## src/inc/lin_params.svh

```systemverilog
// Constants of the second LIN transceiver control
`ifndef LIN_PARAMS_SVH
`define LIN_PARAMS_SVH
`define LIN_CLK_PERIOD_PS 5000
// Internal clock cycles per microsecond, kept apart so products stay inside 32 bits
`define LIN_CYCLES_PER_US (1000 * 1000 / `LIN_CLK_PERIOD_PS)
`define LIN_QUAL_TIME_NS 10000
`define LIN_QUAL_CYCLES (`LIN_QUAL_TIME_NS * 1000 / `LIN_CLK_PERIOD_PS)
`define LIN_DOM_TIMEOUT_US 20000
`define LIN_RELEASE_US 10
`define LIN_CNT_W 24
`define LIN_CNT_MAX 24'hFFFFFF
`endif

```

## src/inc/lin_pkg.sv

```systemverilog
// Types of the second LIN transceiver control
package lin_pkg;
  typedef enum logic [1:0] {
    MODE_FAILSAFE,
    MODE_NORMAL,
    MODE_SILENT,
    MODE_SLEEP
  } lin_mode_t;
endpackage

```

## src/inc/txgate_if.sv

```systemverilog
// Carrier between mode control and transmit gate
`timescale 1ns/1ps
interface txgate_if;
  logic tx_level;
  logic normal;
  logic entry;
  logic drive_ok;
  logic timed_out;
  modport ctrl (output tx_level, output normal, output entry, input drive_ok, input timed_out);
  modport gate (input tx_level, input normal, input entry, output drive_ok, output timed_out);
endinterface

```

## src/logic/tx_gate.sv

```systemverilog
// Transmit gating: entry lock-out and dominant time-out
`timescale 1ns/1ps
`include "lin_params.svh"
module tx_gate
  import lin_pkg::*;
#(
  parameter int unsigned DOM_CYCLES = 32'd4000000,
  parameter int unsigned REL_CYCLES = 32'd2000
) (
  input wire logic clk_i,
  input wire logic rst_n,
  txgate_if.gate tg
);
  logic [`LIN_CNT_W-1:0] high_cnt_ff;
  logic [`LIN_CNT_W-1:0] low_cnt_ff;
  logic blocked_ff;
  logic timed_out_ff;

  // ****************************************
  // Level duration counters
  // ****************************************
  always_ff @(posedge clk_i or negedge rst_n) begin
    if (!rst_n) begin
      high_cnt_ff <= '0;
      low_cnt_ff <= '0;
    end else begin
      if (!tg.tx_level) begin
        high_cnt_ff <= '0;
      end else if (high_cnt_ff != `LIN_CNT_MAX) begin
        high_cnt_ff <= high_cnt_ff + 1'b1;
      end
      if (tg.tx_level) begin
        low_cnt_ff <= '0;
      end else if (low_cnt_ff != `LIN_CNT_MAX) begin
        low_cnt_ff <= low_cnt_ff + 1'b1;
      end
    end
  end

  // ****************************************
  // Lock-out after entry with input low
  // ****************************************
  always_ff @(posedge clk_i or negedge rst_n) begin
    if (!rst_n) begin
      blocked_ff <= 1'b0;
    end else if (tg.entry && !tg.tx_level) begin
      blocked_ff <= 1'b1;
    end else if (tg.tx_level && 32'(high_cnt_ff) >= `LIN_QUAL_CYCLES) begin
      blocked_ff <= 1'b0;
    end
  end

  // ****************************************
  // Dominant time-out and release
  // ****************************************
  always_ff @(posedge clk_i or negedge rst_n) begin
    if (!rst_n) begin
      timed_out_ff <= 1'b0;
    end else if (!tg.tx_level && 32'(low_cnt_ff) >= DOM_CYCLES) begin
      timed_out_ff <= 1'b1;
    end else if (tg.tx_level && 32'(high_cnt_ff) + 32'd1 >= REL_CYCLES) begin
      timed_out_ff <= 1'b0;
    end
  end

  assign tg.drive_ok = tg.normal && !blocked_ff && !timed_out_ff;
  assign tg.timed_out = timed_out_ff;
endmodule // tx_gate

```

## src/logic/lin_transceiver_control.sv

```systemverilog
// Second LIN transceiver digital control
// Contract
// Low input drives bus dominant, high recessive
// Low at Normal entry blocks until high
// Long low input forces bus recessive
// Re-enable after high for release period
// Normal mode receive output mirrors bus
// Silent mode holds receive output high
// Fail-safe reports source on transmit/receive pins
// Overtemperature switches bus output off
// Enable high selects Normal, regulator on
// Enable low, input high: Silent
// Enable low, input low: Sleep
// Floating enable reads low
// Mode change and wake despite shorted bus
// Supply power-up starts in Fail-Safe
// Timers count internal clock, parameterised
`timescale 1ns/1ps
`include "lin_params.svh"
module lin_transceiver_control
  import lin_pkg::*;
#(
  parameter int unsigned DOM_TIMEOUT_CYCLES = `LIN_DOM_TIMEOUT_US * `LIN_CYCLES_PER_US,
  parameter int unsigned RELEASE_CYCLES = `LIN_RELEASE_US * `LIN_CYCLES_PER_US
) (
  input wire logic clk_i,
  input wire logic rstn_i,
  input wire logic second_battery_supply_good_i,
  input wire logic second_lin_enable_in_i,
  input wire logic second_lin_tx_in_i,
  output logic second_lin_tx_in_o,
  output logic second_lin_tx_in_oe_o,
  output logic second_lin_rx_out_o,
  input wire logic second_bus_line_i,
  output logic second_bus_line_drive_o,
  input wire logic temp_above_limit_i,
  input wire logic temp_below_hyst_i,
  input wire logic [1:0] failsafe_source_i,
  output logic regulator_on_o,
  output logic bus_wake_o,
  output logic timeout_active_o
);
  logic [1:0] rst_sync_ff;
  logic rst_n;
  lin_mode_t mode_ff;
  lin_mode_t nxt_mode;
  logic supply_ff;
  logic overtemp_ff;
  logic dom_seen_ff;
  logic wake_ff;
  logic drive_ff;
  logic rx_ff;
  txgate_if tg ();

  // ****************************************
  // Reset release
  // ****************************************
  always_ff @(posedge clk_i or negedge rstn_i) begin
    if (!rstn_i) begin
      rst_sync_ff <= 2'h0;
    end else begin
      rst_sync_ff <= {rst_sync_ff[0], 1'b1};
    end
  end
  assign rst_n = rst_sync_ff[1];

  // ****************************************
  // Mode control
  // ****************************************
  always_comb begin
    nxt_mode = mode_ff;
    unique case (mode_ff)
      MODE_FAILSAFE: begin
        if (second_lin_enable_in_i) begin
          nxt_mode = MODE_NORMAL;
        end
      end
      MODE_NORMAL: begin
        if (!second_lin_enable_in_i && second_lin_tx_in_i) begin
          nxt_mode = MODE_SILENT;
        end else if (!second_lin_enable_in_i) begin
          nxt_mode = MODE_SLEEP;
        end
      end
      MODE_SILENT: begin
        if (second_lin_enable_in_i) begin
          nxt_mode = MODE_NORMAL;
        end else if (!second_lin_tx_in_i) begin
          nxt_mode = MODE_SLEEP;
        end
      end
      MODE_SLEEP: begin
        if (second_lin_enable_in_i) begin
          nxt_mode = MODE_NORMAL;
        end else if (wake_ff) begin
          nxt_mode = MODE_FAILSAFE;
        end
      end
    endcase
    if (!second_battery_supply_good_i || !supply_ff) begin
      nxt_mode = MODE_FAILSAFE;
    end
  end

  always_ff @(posedge clk_i or negedge rst_n) begin
    if (!rst_n) begin
      mode_ff <= MODE_FAILSAFE;
      supply_ff <= 1'b0;
    end else begin
      mode_ff <= nxt_mode;
      supply_ff <= second_battery_supply_good_i;
    end
  end

  // ****************************************
  // Overtemperature with hysteresis
  // ****************************************
  always_ff @(posedge clk_i or negedge rst_n) begin
    if (!rst_n) begin
      overtemp_ff <= 1'b0;
    end else if (temp_above_limit_i) begin
      overtemp_ff <= 1'b1;
    end else if (temp_below_hyst_i) begin
      overtemp_ff <= 1'b0;
    end
  end

  // ****************************************
  // Remote wake in low-power modes
  // ****************************************
  always_ff @(posedge clk_i or negedge rst_n) begin
    if (!rst_n) begin
      dom_seen_ff <= 1'b0;
      wake_ff <= 1'b0;
    end else if (mode_ff == MODE_SLEEP || mode_ff == MODE_SILENT) begin
      dom_seen_ff <= !second_bus_line_i;
      wake_ff <= dom_seen_ff && second_bus_line_i;
    end else begin
      dom_seen_ff <= 1'b0;
      wake_ff <= 1'b0;
    end
  end
  assign bus_wake_o = wake_ff;

  // ****************************************
  // Transmit gate
  // ****************************************
  assign tg.tx_level = second_lin_tx_in_i;
  assign tg.normal = (mode_ff == MODE_NORMAL);
  assign tg.entry = (nxt_mode == MODE_NORMAL) && (mode_ff != MODE_NORMAL);

  tx_gate #(
    .DOM_CYCLES(DOM_TIMEOUT_CYCLES),
    .REL_CYCLES(RELEASE_CYCLES)
  ) u_tx_gate (
    .clk_i(clk_i),
    .rst_n(rst_n),
    .tg(tg.gate)
  );

  always_ff @(posedge clk_i or negedge rst_n) begin
    if (!rst_n) begin
      drive_ff <= 1'b0;
    end else begin
      // Gated by the next mode so leaving Normal never leaks a dominant cycle
      drive_ff <= tg.drive_ok && (nxt_mode == MODE_NORMAL) && !second_lin_tx_in_i
        && !overtemp_ff;
    end
  end
  assign second_bus_line_drive_o = drive_ff;
  assign timeout_active_o = tg.timed_out;

  // ****************************************
  // Receive output and fail-safe signalling
  // ****************************************
  always_ff @(posedge clk_i or negedge rst_n) begin
    if (!rst_n) begin
      rx_ff <= 1'b1;
    end else begin
      unique case (nxt_mode)
        MODE_NORMAL: rx_ff <= second_bus_line_i;
        MODE_SILENT: rx_ff <= 1'b1;
        MODE_SLEEP: rx_ff <= 1'b1;
        MODE_FAILSAFE: rx_ff <= failsafe_source_i[0];
      endcase
    end
  end
  assign second_lin_rx_out_o = rx_ff;
  assign second_lin_tx_in_oe_o = (mode_ff == MODE_FAILSAFE);
  assign second_lin_tx_in_o = failsafe_source_i[1];
  assign regulator_on_o = (mode_ff != MODE_SLEEP);
endmodule // lin_transceiver_control

```

## config.mk

```make
export PLATFORM = sky130hd
export DESIGN_NAME = lin_transceiver_control
export DESIGN_NICKNAME = d
export VERILOG_FILES = /design/src/inc/lin_pkg.sv /design/src/inc/txgate_if.sv /design/src/logic/tx_gate.sv /design/src/logic/lin_transceiver_control.sv
export VERILOG_INCLUDE_DIRS = /design/src /design/src/inc
export SDC_FILE = /design/constraint.sdc
export NUM_CORES = 1
export LEC_CHECK = 0
export BUFFER_PORTS_ARGS = -buffer_cell sky130_fd_sc_hd__buf_4
export CELL_PAD_IN_SITES_DETAIL_PLACEMENT = 0
export CELL_PAD_IN_SITES_GLOBAL_PLACEMENT = 1
export CORE_UTILIZATION = 41
export CTS_CLUSTER_DIAMETER = 30
export DETAILED_ROUTE_END_ITERATION = 8
export PLACE_DENSITY_LB_ADDON = 0.1
export SYNTH_ARGS = -nofsm -noshare
export SYNTH_HDL_FRONTEND = slang
export SYNTH_SLANG_ARGS = --single-unit
```

## constraint.sdc

```tcl
create_clock -name clk_i -period 6 [get_ports clk_i]
set_clock_uncertainty 0.2 [all_clocks]
set_input_delay 0.6 -clock clk_i [delete_from_list [all_inputs] [get_ports clk_i]]
set_output_delay 0.6 -clock clk_i [all_outputs]
set_load 0.01 [all_outputs]
```

==> impl_summary.txt, run 1 <==
----------------------------------------------------
[Status]
  Status ... complete, no violations

[Pwr]
  Worst-case vdd ir drop ... ~0.11 mV
  Pwr Total ... just over 0.9 mW
  Static Leak ... roughly 1.6 nW
  Power density cells ... ~240 nW/µm²

[Route]
  Residual DRC count ... 0
  Met3 wire length ... ~240 µm
  Number of design-rule violations left by the first detailed-router iteration ... approximately 180
  Top Layer Used ... met4
  Routed wire length on met2 ... just over 3 mm
  Count of nets left with antenna violations after detail routing ... 0
  Avg Vias per Cell ... 5.60
  Vias post-DR ... between 2000 and 3000
  Detailed-routing iteration count for the pre-antenna-repair pass ... 4
  Routed length per placed instance ... ~16 µm
  Wire length on met1 ... 4.04 mm
  Total Wirelength ... ~7.5 mm

[Final layout]
  Synth-to-layout area growth ... 12.0%
  Final non-filler cell area ... about 3800 µm²
  Most common cell after layout, fill and taps aside ... dfrtp_1
  Share of layout cells above drive strength 1 ... approximately 12%
  Post-layout nets ... around 380
  Commonest cells after routing, fill and taps aside ... dfrtp_1 (58), nor2_1 (41), nand2_1 (28)
  Inserted Diodes ... 0

[Hold path]
  Hold Startpoint ... rst_sync_ff[0]
  Number of cells on the worst hold path ... 0
  Hold path endpoint ... rst_sync_ff[1]
  Path type of the worst min-delay path ... register to register

[Timing]
  Max-slew violation count ... 0
  Setup repair after global routing missed its margin ... no
  Final sum of negative setup slack ... 0 ns
  Final worst path period need ... about 2.6 ns
  Slew margin rel. ... about half
  Max Clk Rate ... between 300 and 400 MHz
  Final setup violation count ... 0
  Final-report hold violation count ... 0
  Tcrit/Tclk final ... between 40% and 50%
  Worst-Margin Slew ... ~0.78 ns

[Synthesis]
  Number of warnings issued by yosys ... 0
  Flip-flop cell with the highest count after synthesis ... dfrtp_1
  Number of enable-type register cells in the synthesized netlist ... 0
  Sequential share of the synthesized area ... between 40% and 50%
  Number of nets produced by synthesis ... between 300 and 400
  Area of the mapped netlist ... ~3400 µm²
  Synthesized netlist cell count ... about 360
  Share of flip-flops with an asynchronous set or reset after synthesis ... 100%
  Avg Inst Size Synth ... roughly 9.4 µm²
  Distinct cells, synth ... 59
  Flop and latch count out of synthesis ... 60

[Critical path]
  Largest fanout of any net on the critical path ... 18
  Worst setup SP type ... register
  Worst r2r path cells ... 6
  Capture point of the worst reg-to-reg path ... u_tx_gate.high_cnt_ff[0]
  CP required ... approximately 6 ns
  R2R Path Start ... u_tx_gate.high_cnt_ff[11]
  Critical path's largest stage delay ... about 0.5 ns
  Setup slack, reg-to-reg ... 3.36 ns
  Kind of end point of the critical path ... register
  Critical Path, Cell by Cell ... nand4_1 -> nor3_2 -> and4_1 -> nand2_1 -> xnor2_1 -> nor2_1
  Crit path kind ... register to register
  Worst-path cell with the longest stage delay ... dfrtp_1
  Worst path arrival time ... roughly 2.6 ns

[Floorplanning]
  Std-Cell Rows ... 32
  Die area ... ~8600 µm²
  DIE WIDTH ... 92.9 µm
  Die Span Y ... 92.9 µm
  Initial core utilization ... ~43%
  Core ar. ... about 7800 µm²
  Ports ... 17

[GRT]
  Vias in the first global route ... roughly 2500
  Congestion Overflow GR ... 0
  Initial antenna violation count ... 0
  Total routing resource utilization after global routing ... roughly a fifth
  Largest net degree at the start of global routing ... just under 60
  First-pass GRT wire length ... between 10 and 15 mm

[Place]
  Number of port buffers ... 14
  Final RePlAce weighted congestion ... 0.782
  Placed Instance Area ... 3540 µm²
  Hpwl dp ... about 5.0 mm

[Clocking]
  Total setup buffers inserted after CTS ... 0
  Clock Sinks ... 60
  Clk slew on worst S/H paths ... 0.08 ns
  Cts bufs inserted ... 9
  # H-tree levels ... 3
  Buffers from clock root to sink, at most ... 2
  CTS tree ... yes
  Insertion delay of the later-clocked pin in the worst-skew pair ... between 0.3 and 0.4 ns
  Clock tree root buffer cell ... clkbuf_8

[Flow run]
  Number of max-cap violations ... 0

----------------------------------------------------
## per-stage QoR
stage | cells | setup slack (ns) | hold WS (ns) | util, %
2_1_floorplan | 359 | 3.76 | 0.104 | -
3_3_place_gp | 459 | 3.39 | 0.144 | 45.1
3_5_place_dp | 459 | 3.42 | 0.142 | 45.1
4_1_cts | 476 | 3.40 | 0.161 | 48.3
5_1_grt | 476 | 3.08 | 0.174 | 48.3
6_report | 476 | 3.36 | 0.156 | 48.3
## how the worst max path moves through the flow
stage / from / end
2_1_floorplan: u_tx_gate.high_cnt_ff[0] / u_tx_gate.tg.timed_out
3_3_place_gp: u_tx_gate.high_cnt_ff[0] / u_tx_gate.high_cnt_ff[0]
3_5_place_dp: u_tx_gate.high_cnt_ff[0] / u_tx_gate.high_cnt_ff[0]
4_1_cts: u_tx_gate.high_cnt_ff[13] / u_tx_gate.high_cnt_ff[0]
5_1_grt: u_tx_gate.high_cnt_ff[13] / u_tx_gate.high_cnt_ff[0]
6_report: u_tx_gate.high_cnt_ff[11] / u_tx_gate.high_cnt_ff[0]
## cells by family (layout without fill, tap and decap cells)
group                    Yosys count  count (layout)  synth area share (%)
AO/OA/AOI/OAI                     66              66                  12.8
multiplexers                       8               8                  2.40
flip-flops                        60              60                  44.4
buffers and inverters             28              43                  4.03
XOR/XNOR                          31              31                  8.02
other                              1               1                 0.111
AND/OR/NAND/NOR                  161             161                  26.8
adder cells (fa/ha/maj)            4               4                  1.48
## flip-flops by register name, summed over array words and instances, names as in the netlist
register,flops
overtemp_ff,1
bus_wake_o,1
supply_ff,1
dom_seen_ff,1
mode_ff,2
second_lin_rx_out_o,1
second_bus_line_drive_o,1
rst_sync_ff,2
u_tx_gate.blocked_ff,1
u_tx_gate.low_cnt_ff,24
u_tx_gate.tg.timed_out,1
u_tx_gate.high_cnt_ff,24
## synth_stat cells (3+ instances only)
cell       n  area [µm²]
nand4_1   14        87.6
xnor2_1   14         123
buf_2      3        15.0
nand3_1   15        75.1
o21ai_0   12        60.1
nand2b_1   5        31.3
and3_1     8        50.1
o211ai_1   4        30.0
a31oi_1    5        31.3
or3_1      6        37.5
dfrtp_1   59        1480
a21oi_1   21         105
ha_1       4        50.1
mux2i_1    7        70.1
inv_1     10        37.5
nand2_1   28         105
buf_4      4        30.0
a211oi_1   4        30.0
nor4b_1    3        26.3
nor4_1     6        37.5
nor2b_1    4        25.0
nor2_1    41         154
nor3_1     8        40.0
xor2_1    17         149
clkbuf_1   9        33.8
and4_1     7        61.3
## layer usage
layer	global-route usage (%)	up-vias
met5	0	-
met4	8.08	0
met3	2.96	8
met2	26.3	46
met1	30.7	1294
li1	-	1317
## report_power, final
group	total (mW)	leakage, nW	internal [mW]	switching (mW)
registers	0.417	0.808	0.411	0.00628
clock network	0.458	0.120	0.279	0.179
logic	0.0353	0.653	0.0117	0.0237
total	0.910	1.58	0.701	0.209
## critical path: cells and delay by family, from the launching register on
kind / cells / cell delay (ns)
xor gates and xnor gates: 1 / 0.32
and+or+nand+nor: 5 / 1.45
DFF: 1 / 0.50
## area by class of cell
class	instances	area, µm²
Clock inverter	7	124
Tap cell	102	128
Clock buffer	9	124
Timing Repair Buffer	17	130
Inverter	10	37.5
Multi-Input combinational cell	271	1750
Fill cell	776	4050
Sequential cell	60	1500
## repair_timing
item                                   CTS  global route
endpoints found under the hold margin    2             0
hold buffers                             1             0
gates resized for setup                  0             0
(Power assumes the default switching activity.)
==> inputs of run 2 (changes only) <==
Clock period 6 ns to 2.1 ns, I/O delays scaled along.
==> run 2 against run 1 <==
Against the previous run:
- combinational power rose to 3.8 times the previous value
- highest routed layer unchanged
- power rose to 2.8 times the previous value
- flip-flop and latch count did not move
- core utilization rose by 7.4 points
- largest cell class unchanged
==> impl_summary.txt, run 2 (synthesized netlist as in run 1, its figures left out) <==
----------------------------------------------------
[GRT]
  Total routing resource utilization after global routing ... 20.4% (+0.82 points)
  Vias in the first global route ... 2704 (+7.6%)
  First-pass GRT wire length ... 13.5 mm (+3.6%)
  Congestion Overflow GR ... 0 (unchanged)
  Largest net degree at the start of global routing ... 31 (-47%)
  Initial antenna violation count ... 0 (unchanged)

[Floorplanning]
  Die area ... 8630 µm² (unchanged)
  Die Span Y ... 92.9 µm (unchanged)
  DIE WIDTH ... 92.9 µm (unchanged)
  Ports ... 17 (unchanged)
  Initial core utilization ... 43.1% (unchanged)
  Core ar. ... 7850 µm² (unchanged)
  Std-Cell Rows ... 32 (unchanged)

[Clocking]
  Clock tree root buffer cell ... clkbuf_8
  Buffers from clock root to sink, at most ... 2 (unchanged)
  CTS tree ... yes
  # H-tree levels ... 3 (unchanged)
  Insertion delay of the later-clocked pin in the worst-skew pair ... 0.35 ns (about the same)
  Cts bufs inserted ... 9 (unchanged)
  Clk slew on worst S/H paths ... 0.07 ns (about the same)
  Clock Sinks ... 60 (unchanged)

[Flow run]
  Number of max-cap violations ... 0 (unchanged)

[Critical path]
  Worst r2r path cells ... 8 (+2)
  Kind of end point of the critical path ... register
  Worst setup SP type ... register
  Worst-path cell with the longest stage delay ... dfrtp_2
  Setup slack, reg-to-reg ... 0.06 ns (-3.30 ns)
  Crit path kind ... register to register
  Critical Path, Cell by Cell ... ha_4 -> nand3_4 -> nor3_2 -> buf_6 -> buf_4 -> a21o_1 -> o21a_1 -> o41ai_2
  Worst path arrival time ... 2.09 ns (-0.54 ns)
  Critical path's largest stage delay ... 0.45 ns (-0.05 ns)
  CP required ... 2.15 ns (-3.84 ns)
  R2R Path Start ... u_tx_gate.high_cnt_ff[1]
  Start point of the critical path ... u_tx_gate.high_cnt_ff[1]
  Largest fanout of any net on the critical path ... 7 (-11)
  Capture point of the worst reg-to-reg path ... u_tx_gate.tg.timed_out

[Final layout]
  Most common cell after layout, fill and taps aside ... buf_4
  Synth-to-layout area growth ... 29.1%
  Filler Cells Inserted ... 729 (-6.1%)
  Largest registers in the final layout ... u_tx_gate.high_cnt_ff (24), u_tx_gate.low_cnt_ff (24)
  Inserted Diodes ... 0 (unchanged)
  Final non-filler cell area ... 4370 µm² (+15%)
  Utilization after layout ... 55.7% (+7.4 points)
  Share of layout cells above drive strength 1 ... 25.9% (+14 points)
  Count of placed standard cells in the final layout, fillers left out ... 539 (+13%)
  Post-layout nets ... 446 (+16%)
  Commonest cells after routing, fill and taps aside ... buf_4 (68), dfrtp_1 (52), nor2_1 (41)

[Route]
  Residual DRC count ... 0 (unchanged)
  Detailed-routing iteration count for the pre-antenna-repair pass ... 4 (unchanged)
  Count of nets left with antenna violations after detail routing ... 0 (unchanged)
  Number of design-rule violations left by the first detailed-router iteration ... 136 (-24%)
  Avg Vias per Cell ... 5.39 (-3.7%)
  Total Wirelength ... 8.02 mm (+6.7%)
  Routed length per placed instance ... 14.9 µm (-5.8%)
  Vias post-DR ... 2907 (+9.1%)

[Timing]
  Worst-Margin Slew ... 0.506 ns (-0.271 ns)
  Tcrit/Tclk final ... 97.2% (+53 points)
  Final sum of negative setup slack ... 0 ns (unchanged)
  Max-slew violation count ... 0 (unchanged)
  Minimum setup slack in the final design ... 0.0580 ns (-3.30 ns)
  Final setup violation count ... 0 (unchanged)
  Worst hold margin ... 0.0397 ns (-0.116 ns)
  Final worst path period need ... 2.04 ns (-0.599 ns)
  Setup repair after global routing missed its margin ... yes
  Max Clk Rate ... 490 MHz (+29%)
  Slew margin rel. ... 66.3% (+18 points)
  Final-report hold violation count ... 0 (unchanged)

[Place]
  Number of port buffers ... 14 (unchanged)
  Pre-CTS setup slack ... -0.00981 ns (-3.43 ns)
  Hpwl dp ... 5.53 mm (+11%)
  Placed Instance Area ... 3910 µm² (+11%)
  Final RePlAce weighted congestion ... 0.829 (+6.0%)
  Placed Instances ... 504 (+9.8%)

[Pwr]
  Static Leak ... 1.93 nW (+22%)
  Switching power summed over all nets ... 0.572 mW (+170%)
  Pwr Total ... 2.58 mW (+180%)
  Share of power burned in combinational logic ... 5.1% (+1.2 points)
  Worst-case vdd ir drop ... 0.331 mV (+200%)
  Clock network fraction of total power ... 48.3% (-2.0 points)
  Internal power summed over all cells ... 2.00 mW (+190%)
  Register share of total power ... 46.5% (+0.7 points)
  Switching share of power ... 22.2% (-0.78 points)
  Power density cells ... 589 nW/µm² (+150%)

[Status]
  Status ... complete, no violations

[Hold path]
  Path type of the worst min-delay path ... register to asynchronous set/reset pin

----------------------------------------------------
-- run 2: cell count changes in the layout (fill, tap and decap cells not counted), sizes merged --
cell         before  now
buf              16   72
bufinv            3    2
clkbuf            9   13
clkinv            2    1
clkinvlp          1    0
dlygate4sd3       1    8
inv              11   10
-- run 2: layout make-up --
cell class	count	area, µm²	area share (%)
sequential	60	1510	34.6
tap	102	128	2.92
multi-input combinational	271	1800	41.3
clock inverter	3	68.8	1.57
clock buffer	13	169	3.86
inverter	10	37.5	0.859
timing repair buffer	80	653	14.9
-- run 2: timing repair --
item / CTS / global route
pin swaps: 0 / 14
setup buffers: 2 / 9
resized for setup: 5 / 12
hold endpoints to repair: 11 / 0
cloned: 0 / 0
endpoints found under the setup margin: 1 / 12
hold buffers: 8 / 0
-- run 2: power groups by stage --
stage	Combinational (mW)	Clock (mW)	Sequential, mW
2_1_floorplan	0.0521	0	1.23
4_1_cts	0.134	1.29	1.20
3_5_place_dp	0.120	0	1.22
5_1_grt	0.151	1.32	1.20
3_3_place_gp	0.118	0	1.22
6_report	0.133	1.25	1.20
-- run 2: worst max-delay path by stage --
stage | end | slack, ns
detailed placement | u_tx_gate.tg.timed_out | -0.01
floorplan | u_tx_gate.tg.timed_out | 0.007
global route | u_tx_gate.low_cnt_ff[4] | -0.02
global placement | u_tx_gate.tg.timed_out | 0.08
finish | u_tx_gate.tg.timed_out | 0.06
CTS | u_tx_gate.tg.timed_out | 0.009
-- run 2: per-layer routing --
metal / track usage (%) / share of wire (%) / wire, µm / vias to the layer above
met4: 7.44 / 1.4 / 115 / 0
li1: - / - / - / 1439
met5: 0 / 0 / 0 / -
met2: 29.8 / 44 / 3560 / 53
met3: 4.19 / 2.9 / 230 / 10
met1: 29.7 / 51 / 4120 / 1405
-- run 2: critical path: cells and delay by family (launching register included) --
| family | cells | cell delay (ns) |
|---|---|---|
| fa+ha+maj | 1 | 0.19 |
| simple gates | 2 | 0.13 |
| flops | 1 | 0.45 |
| compound gates | 3 | 0.70 |
| buf+inv | 2 | 0.27 |
